[src/verilog/rpx_defs.svh]
// constants for the reader command and result exchange
`ifndef RPX_DEFS_SVH
`define RPX_DEFS_SVH

// ----------------------------------------
// command codes, four BCD digits
// ----------------------------------------
`define RPX_CMD_SINGLE 16'h0010
`define RPX_CMD_CONT 16'h0011
`define RPX_CMD_STOP 16'h0012
`define RPX_CMD_SCENE_SET 16'h0020
`define RPX_CMD_SCENE_INC 16'h0021
`define RPX_CMD_SCENE_DEC 16'h0022
`define RPX_CMD_SCENE_GET 16'h0023

// ----------------------------------------
// word offsets in the command and result areas
// ----------------------------------------
`define RPX_OFS_CMD 5'h00
`define RPX_OFS_ARG 5'h01
`define RPX_OFS_FLAG 5'h00
`define RPX_OFS_DATA 5'h01
`define RPX_OFS_DATA_LAST 5'h1c

// ----------------------------------------
// fields, limits and reset values
// ----------------------------------------
`define RPX_MAX_BYTES 6'h38
`define RPX_PAD_CHAR 8'h20
`define RPX_SCENE_MAX 4'h9
`define RPX_SCENE_RST 4'h0
`define RPX_FLAG_RST 4'hf
`define RPX_AREA_CMD 1'b0
`define RPX_AREA_RES 1'b1

// ----------------------------------------
// timing
// ----------------------------------------
`define RPX_CLK_MHZ 125
`define RPX_TIMEOUT_S 5

`endif

[src/verilog/rpx_pkg.sv]
// types for the reader command and result exchange
package rpx_pkg;

  // ----------------------------------------
  // sequencer states
  // ----------------------------------------
  typedef enum logic [6:0] {
    ST_POLL   = 7'b0000001,
    ST_ARG    = 7'b0000010,
    ST_DECODE = 7'b0000100,
    ST_FETCH  = 7'b0001000,
    ST_LOAD   = 7'b0010000,
    ST_WRITE  = 7'b0100000,
    ST_FLAG   = 7'b1000000
  } rpx_state_t;

  typedef enum logic [2:0] {
    RK_DATA  = 3'b001,
    RK_ERR   = 3'b010,
    RK_SCENE = 3'b100
  } rpx_kind_t;

  // ----------------------------------------
  // carriers
  // ----------------------------------------
  typedef struct packed {
    logic req;
    logic we;
    logic area;
    logic [4:0] addr;
    logic [15:0] wdata;
  } rpx_plc_req_t;

  typedef struct packed {
    logic ack;
    logic [15:0] rdata;
  } rpx_plc_rsp_t;

  typedef struct packed {
    logic done;
    logic ok;
    logic byte_valid;
    logic [7:0] data;
    logic [15:0] err_code;
  } rpx_dec_in_t;

endpackage

[src/verilog/rpx_result_mem.sv]
// byte-lane result buffer, registered read
`timescale 1ns/100ps
module rpx_result_mem #(
  parameter int DW = 8,
  parameter int LANES = 2,
  parameter int DEPTH = 28,
  parameter int AW = 5
) (
  input wire logic mclk_i,
  input wire logic [LANES-1:0] wr_en_i,
  input wire logic [AW-1:0] waddr_i,
  input wire logic [DW-1:0] wbyte_i,
  input wire logic [AW-1:0] raddr_i,
  output logic [LANES*DW-1:0] rdata_o
);

  // ----------------------------------------
  // one array per lane, lane 0 is the high byte
  // ----------------------------------------
  genvar g;
  generate
    for (g = 0; g < LANES; g++) begin : g_lane
      logic [DW-1:0] mem [DEPTH];
      always_ff @(posedge mclk_i) begin
        if (wr_en_i[g]) begin
          mem[waddr_i] <= wbyte_i;
        end
        rdata_o[(LANES-1-g)*DW +: DW] <= mem[raddr_i];
      end
    end
  endgenerate

endmodule

[src/verilog/rpx_exchange.sv]
// command interpreter and result writer between reader and controller
//
// Functional notes
// - command code is word +0 of command area, decoded as BCD.
// - code 0010 starts one read, ending at the first good decode.
// - a failed decode is retried up to the configured retry count.
// - code 0011 starts continuous reading, each result written out.
// - code 0012 ends continuous reading.
// - code 0020 selects scene 0 to 9 from lowest digit of word +1.
// - code 0021 steps scene up, 9 wraps to 0.
// - code 0022 steps scene down, 0 wraps to 9.
// - code 0023 writes flag to +0, scene to low digit of +1.
// - flag digit toggles between 0 and F on every result output.
// - data stored as ASCII, two bytes per word, offsets +1 to +28.
// - at most 56 characters kept; later characters dropped.
// - a failed read puts its error code into word +1.
// - odd byte count pads the last word with space 20.
// - a command left in the area is executed again.
// - command area is polled and executed without handshake.
// - no controller answer within 5 s flags a timeout error.
`timescale 1ns/100ps
`include "rpx_defs.svh"
module rpx_exchange #(
  parameter int unsigned TIMEOUT_CYC = `RPX_TIMEOUT_S * `RPX_CLK_MHZ * 1000000,
  parameter int RETRY_W = 4
) (
  input wire logic mclk_i,
  input wire logic reset_i,
  input wire logic [RETRY_W-1:0] retry_count_i,
  input wire rpx_pkg::rpx_plc_rsp_t plc_rsp_i,
  output rpx_pkg::rpx_plc_req_t plc_req_o,
  input wire rpx_pkg::rpx_dec_in_t dec_i,
  output logic dec_start_o,
  output logic [3:0] scene_o,
  output logic reading_o,
  output logic timeout_err_o
);

  localparam logic [29:0] TMO_LAST = 30'(TIMEOUT_CYC - 1);

  rpx_pkg::rpx_state_t state, next_state;
  rpx_pkg::rpx_kind_t kind, next_kind;
  logic [15:0] wdata, next_wdata;
  logic [15:0] err_code, next_err_code;
  logic [4:0] addr, next_addr;
  logic [4:0] widx, next_widx;
  logic [4:0] nwords, next_nwords;
  logic [5:0] bcnt, next_bcnt;
  logic [RETRY_W-1:0] tries, next_tries;
  logic [29:0] tmo_cnt, next_tmo_cnt;
  logic [3:0] scene, next_scene;
  logic [3:0] flag, next_flag;
  logic cont, next_cont;
  logic tmo_err, next_tmo_err;
  logic start_dec;
  logic [1:0] mem_we;
  logic [15:0] mem_rdata;
  logic req, we, ack;
  logic [15:0] rd;
  logic last_word;

  assign ack = plc_rsp_i.ack;
  assign rd = plc_rsp_i.rdata;
  assign req = (state == rpx_pkg::ST_POLL) || (state == rpx_pkg::ST_ARG) ||
               (state == rpx_pkg::ST_WRITE) || (state == rpx_pkg::ST_FLAG);
  assign we = (state == rpx_pkg::ST_WRITE) || (state == rpx_pkg::ST_FLAG);
  assign last_word = (widx + 5'h01) == nwords;

  // ----------------------------------------
  // result buffer
  // ----------------------------------------
  rpx_result_mem #(
    .DW(8),
    .LANES(2),
    .DEPTH(28),
    .AW(5)
  ) u_mem (
    .mclk_i(mclk_i),
    .wr_en_i(mem_we),
    .waddr_i(bcnt[5:1]),
    .wbyte_i(dec_i.data),
    .raddr_i(widx),
    .rdata_o(mem_rdata)
  );

  // first byte of a pair goes to the high lane
  always_comb begin
    mem_we = 2'b00;
    if (state == rpx_pkg::ST_DECODE && dec_i.byte_valid && bcnt < `RPX_MAX_BYTES) begin
      mem_we = bcnt[0] ? 2'b10 : 2'b01;
    end
  end

  // ----------------------------------------
  // sequencer
  // ----------------------------------------
  always_comb begin
    next_state = state;
    next_kind = kind;
    next_wdata = wdata;
    next_err_code = err_code;
    next_addr = addr;
    next_widx = widx;
    next_nwords = nwords;
    next_bcnt = bcnt;
    next_tries = tries;
    next_tmo_cnt = tmo_cnt;
    next_scene = scene;
    next_flag = flag;
    next_cont = cont;
    next_tmo_err = tmo_err;
    start_dec = 1'b0;
    // a silent controller must not hang the reader
    if (req) begin
      if (ack) begin
        next_tmo_cnt = 30'h0;
        next_tmo_err = 1'b0;
      end else if (tmo_cnt >= TMO_LAST) begin
        next_tmo_cnt = 30'h0;
        next_tmo_err = 1'b1;
        next_state = rpx_pkg::ST_POLL;
        next_addr = `RPX_OFS_CMD;
      end else begin
        next_tmo_cnt = tmo_cnt + 30'h1;
      end
    end
    case (state)
      rpx_pkg::ST_POLL: begin
        if (ack) begin
          next_tries = '0;
          next_bcnt = 6'h0;
          case (rd)
            `RPX_CMD_SINGLE: begin
              start_dec = 1'b1;
              next_state = rpx_pkg::ST_DECODE;
            end
            `RPX_CMD_CONT: begin
              next_cont = 1'b1;
              start_dec = 1'b1;
              next_state = rpx_pkg::ST_DECODE;
            end
            `RPX_CMD_STOP: begin
              next_cont = 1'b0;
            end
            `RPX_CMD_SCENE_SET: begin
              next_state = rpx_pkg::ST_ARG;
              next_addr = `RPX_OFS_ARG;
            end
            `RPX_CMD_SCENE_INC: begin
              next_scene = (scene >= `RPX_SCENE_MAX) ? 4'h0 : scene + 4'h1;
            end
            `RPX_CMD_SCENE_DEC: begin
              next_scene = (scene == 4'h0) ? `RPX_SCENE_MAX : scene - 4'h1;
            end
            `RPX_CMD_SCENE_GET: begin
              next_kind = rpx_pkg::RK_SCENE;
              next_widx = 5'h0;
              next_nwords = 5'h1;
              next_state = rpx_pkg::ST_FETCH;
            end
            default: begin
              // unknown or empty word: only a running continuous read moves on
              if (cont) begin
                start_dec = 1'b1;
                next_state = rpx_pkg::ST_DECODE;
              end
            end
          endcase
        end
      end
      rpx_pkg::ST_ARG: begin
        if (ack) begin
          if (rd[3:0] <= `RPX_SCENE_MAX) begin
            next_scene = rd[3:0];
          end
          next_state = rpx_pkg::ST_POLL;
          next_addr = `RPX_OFS_CMD;
        end
      end
      rpx_pkg::ST_DECODE: begin
        if (dec_i.byte_valid && bcnt < `RPX_MAX_BYTES) begin
          next_bcnt = bcnt + 6'h1;
        end
        if (dec_i.done) begin
          next_widx = 5'h0;
          if (dec_i.ok) begin
            next_kind = rpx_pkg::RK_DATA;
            next_nwords = 5'((bcnt + 6'h1) >> 1);
            next_state = (bcnt == 6'h0) ? rpx_pkg::ST_FLAG : rpx_pkg::ST_FETCH;
            if (bcnt == 6'h0) begin
              next_flag = ~flag;
              next_wdata = {~flag, 12'h000};
              next_addr = `RPX_OFS_FLAG;
            end
          end else if (tries < retry_count_i) begin
            next_tries = tries + 1'b1;
            next_bcnt = 6'h0;
            start_dec = 1'b1;
          end else begin
            next_kind = rpx_pkg::RK_ERR;
            next_err_code = dec_i.err_code;
            next_nwords = 5'h1;
            next_state = rpx_pkg::ST_FETCH;
          end
        end
      end
      rpx_pkg::ST_FETCH: begin
        next_state = rpx_pkg::ST_LOAD;
      end
      rpx_pkg::ST_LOAD: begin
        next_addr = widx + `RPX_OFS_DATA;
        case (kind)
          rpx_pkg::RK_ERR: next_wdata = err_code;
          rpx_pkg::RK_SCENE: next_wdata = {12'h000, scene};
          default: begin
            next_wdata = mem_rdata;
            if (last_word && bcnt[0]) begin
              next_wdata[7:0] = `RPX_PAD_CHAR;
            end
          end
        endcase
        next_state = rpx_pkg::ST_WRITE;
      end
      rpx_pkg::ST_WRITE: begin
        if (ack) begin
          next_widx = widx + 5'h1;
          if (last_word) begin
            // flag goes last so a changed flag means the data is complete
            next_flag = ~flag;
            next_wdata = {~flag, 12'h000};
            next_addr = `RPX_OFS_FLAG;
            next_state = rpx_pkg::ST_FLAG;
          end else begin
            next_state = rpx_pkg::ST_FETCH;
          end
        end
      end
      rpx_pkg::ST_FLAG: begin
        if (ack) begin
          next_addr = `RPX_OFS_CMD;
          next_state = rpx_pkg::ST_POLL;
        end
      end
      default: begin
        next_state = rpx_pkg::ST_POLL;
        next_addr = `RPX_OFS_CMD;
      end
    endcase
  end

  always_ff @(posedge mclk_i) begin
    if (reset_i) begin
      state <= rpx_pkg::ST_POLL;
      kind <= rpx_pkg::RK_DATA;
      wdata <= 16'h0000;
      err_code <= 16'h0000;
      addr <= `RPX_OFS_CMD;
      widx <= 5'h0;
      nwords <= 5'h0;
      bcnt <= 6'h0;
      tries <= '0;
      tmo_cnt <= 30'h0;
      scene <= `RPX_SCENE_RST;
      flag <= `RPX_FLAG_RST;
      cont <= 1'b0;
      tmo_err <= 1'b0;
    end else begin
      state <= next_state;
      kind <= next_kind;
      wdata <= next_wdata;
      err_code <= next_err_code;
      addr <= next_addr;
      widx <= next_widx;
      nwords <= next_nwords;
      bcnt <= next_bcnt;
      tries <= next_tries;
      tmo_cnt <= next_tmo_cnt;
      scene <= next_scene;
      flag <= next_flag;
      cont <= next_cont;
      tmo_err <= next_tmo_err;
    end
  end

  // ----------------------------------------
  // outputs
  // ----------------------------------------
  assign plc_req_o.req = req;
  assign plc_req_o.we = we;
  assign plc_req_o.area = we ? `RPX_AREA_RES : `RPX_AREA_CMD;
  assign plc_req_o.addr = addr;
  assign plc_req_o.wdata = wdata;
  assign dec_start_o = start_dec;
  assign scene_o = scene;
  assign reading_o = cont;
  assign timeout_err_o = tmo_err;
endmodule

[config.mk]
export PLATFORM = sky130hd
export DESIGN_NAME = rpx_exchange
export DESIGN_NICKNAME = d
export VERILOG_FILES = /design/src/verilog/rpx_pkg.sv /design/src/verilog/rpx_result_mem.sv /design/src/verilog/rpx_exchange.sv
export VERILOG_INCLUDE_DIRS = /design/src /design/src/verilog
export SDC_FILE = /design/constraint.sdc
export NUM_CORES = 1
export LEC_CHECK = 0
export ABC_AREA = 1
export BUFFER_PORTS_ARGS = -buffer_cell sky130_fd_sc_hd__buf_2
export CORE_MARGIN = 4
export CORE_UTILIZATION = 35
export CTS_CLUSTER_SIZE = 10
export DETAILED_ROUTE_END_ITERATION = 8
export HOLD_SLACK_MARGIN = 0.02
export PLACE_DENSITY = 0.56
export RECOVER_POWER = 25
export SLEW_MARGIN = 20
export SYNTH_ARGS = -nofsm -noshare
export SYNTH_HDL_FRONTEND = slang
export SYNTH_SLANG_ARGS = --single-unit
[constraint.sdc]
create_clock -name mclk_i -period 3 [get_ports mclk_i]
set_input_delay 0.3 -clock mclk_i [delete_from_list [all_inputs] [get_ports mclk_i]]
set_output_delay 0.3 -clock mclk_i [all_outputs]
set_load 0.01 [all_outputs]
==> impl_results.md <==
- Result of the run: finished, violations left
- Failing checks: max-capacitance violations, max-slew violations
- Worst hold path startpoint: dec_i[2]
- Synthesis warning total: 0
- Postcts setup bufs: 0
- Largest family of logic cells by synthesized area: simple AND/OR/NAND/NOR gates
- Min-Delay Path Class: input port to flip-flop
- Hold Crit Depth: 3
- Critical path class: flip-flop to primary output
- CTS Buf Count: 68
- Top-area cell type share of the netlist area: 55.2%
- Yosys cell types: 52
- # diodes: 0
- Worst EP required: 2700 ps
- Vias: 17894
- Die area: 73900 µm²
- Xor/xnor share of the synthesized area: 1.08%
- Cells after Synth: 2314
- Synth Flop Type: edfxtp_1
- Worst-margin pin slew: 2710 ps
- H-tree levels: 3
- Placed Instance Area: 26200 µm²
- Drt initial violations: 1514
- Syn_nets: 2375
- Rel. slew slack: -80.8%
- Core area: 68800 µm²
- Clk Latency, worst-skew pair: 610 ps
- DR WL/cell: 19.8 µm
- CTS resizes: 0
- Synth top cells by count: nor2_1 (456), edfxtp_1 (448), o21ai_0 (286)
- First-pass GRT wire length: 103000 µm
- Nets: 2507
- Crit Path Max Fanout: 24
- Setup violations, final: 0
- Max Freq: 379 MHz
- WHS Endpoint: err_code[2]
- CP arrival: 2340 ps
- DRC viols: 0
- Post-layout instance area: 28300 µm²
- Synth Area in Simple Gates: 16.5%
- Number of flops mapped to enable cells by yosys: 448
- Worst VDD drop: 0.351 mV
- CTS tree: built
- Rows: 96
- # IOs: 81
- Pwr per Cell Area: 576 nW/µm²
- Layout cells sized above 1: 12.6%
- #FFs+latches synth: 571
- I/O Buffers: 80
- R2r setup slk: 750 ps
- Post-DP HPWL: 42400 µm
- Post-synthesis sequential area ratio: 65.3%
- Starting Density: 35.4%
- Fin cells: 3415
- Placed Cells incl. Taps: 3291
- Tot Pwr: 16.3 mW
- RePlAce Congestion: 0.864
- RSZ-0062 raised after global routing: no
- # Max-Cap Violations: 4
- CP Launch Type: flip-flop
- Clock sinks: 571
- Die Wd: 272 µm
- Clk buf depth: 3
- Most frequent cell after synthesis: nor2_1
- GRT Overall Usage: 17.9%
- Initial antenna violation count: 3
- Min Tclk post-route: 2640 ps
- Capturing point of the worst reg2reg path: u_mem.rdata_o[1]
- Post-synthesis adder-cell area fraction: 0.565%
- Post-synthesis async set-or-reset flop share: 0%
- Critical Path End Type: primary output
- Worst R2R Start: widx[0]
- Total gr overflow: 0
- Hold Fails Final Rpt: 0
- CTS Hold Buffers Added: 15
- Via density: 5.24
- Clk_skew: 20.4 ps
- Antenna-violating nets left: 0
- Largest net degree at the start of global routing: 91
- Final TNS setup: 0 ps
- Lkg Pwr: 9.87 nW
- Final Max Slew Viols: 212
- Fin crit share: 87.9%
- Largest area contributor in the netlist: edfxtp_1
- DRT Pass-1 Iters: 5
- Compound-gate portion of the synthesized area: 12.4%
- Synth-to-layout area growth: 16.2%
- Mux share of post-synthesis cell area: 0%
- Synthesized area per cell: 10.5 µm²
- Dominant cells by area after synthesis: edfxtp_1 (55%), dfxtp_1 (10%), nor2_1 (7.0%)
- Total Wirelength: 67500 µm
- Vias in the first global route: 17526
- CTS root buf: clkbuf_16
- Clock slew at reported path FFs: 60 ps
- FF-to-FF path depth: 6
- Die height: 272 µm
- Cell area after synthesis: 24400 µm²
[routing by layer]
metal	wire length (µm)	vias to the layer above	GRT usage (%)
met4	2140	2	6.01
li1	-	8435	-
met2	30500	612	27.8
met1	30000	8712	24.7
met5	13	-	0
met3	4800	133	4.10
[cells in the final DEF, fill, tap and decap left out, types with 65 or more instances in the layout]
cell	instances
o221ai_1	66
a21oi_1	65
buf_2	73
inv_1	98
clkbuf_16	68
edfxtp_1	448
o21ai_0	286
buf_4	86
nand2_1	278
nand3_1	107
nor2_1	456
dfxtp_1	120
[layout make-up]
class / count / area, µm²
clock buffer: 99 / 1840
clock inverter: 9 / 144
fill: 6564 / 40500
inverter: 117 / 458
multi-input combinational: 1498 / 7430
sequential: 571 / 15900
tap: 931 / 1160
timing repair buffer: 190 / 1350
[where the power goes]
| group | internal [mW] | total (mW) | leakage (nW) | switching [mW] |
|---|---|---|---|---|
| clock network | 4.34 | 7.46 | 0.953 | 3.12 |
| logic | 0.0691 | 0.287 | 3.89 | 0.218 |
| registers | 8.54 | 8.54 | 5.02 | 0.00824 |
| total | 12.9 | 16.3 | 9.87 | 3.35 |
[metrics by stage]
stage	utilization, %	hold slack (ps)	setup slack [ps]
after detailed placement	38.0	463	787
after global routing	41.1	68.4	249
after global placement	38.0	449	851
final	41.1	45.2	364
after CTS	41.1	20.1	344
after floorplan	-	399	912
[critical path, cell delays in order (launching register included)]
cell	delay, ps
dfxtp_1	400
inv_2	50
nand2_1	110
nor2_1	90
nand2_1	200
nand3_4	150
nor2_8	360
inv_4	180
buf_2	180
[kinds of logic after synthesis]
family	count (synthesis)
flops	571
simple gates	937
compound gates	520
buf+inv	245
fa+ha+maj	11
xor+xnor	30
[flip-flops by register name, summed over array words and instances (netlist names)]
register	flops
bcnt	6
tmo_cnt	30
nwords	5
timeout_err_o	1
wdata	16
u_mem.rdata_o	16
u_mem.g_lane.mem	448
reading_o	1
tries	4
widx	5
scene_o	4
flag	4
kind	3
addr	5
err_code	16
state	7
[how the worst max path moves through the flow]
stage / from / endpoint / slack [ps] / depth (start not counted)
after floorplan: state[0] / u_mem.g_lane[1].mem[3][0] / 910 / 8
after global placement: widx[0] / u_mem.rdata_o[1] / 850 / 8
after detailed placement: state[1] / u_mem.g_lane[0].mem[17][5] / 790 / 9
after CTS: state[6] / plc_req_o[23] / 340 / 8
after global routing: state[0] / plc_req_o[23] / 250 / 8
final: state[3] / plc_req_o[23] / 360 / 8
Note: power is estimated with default switching activity, not from simulation.
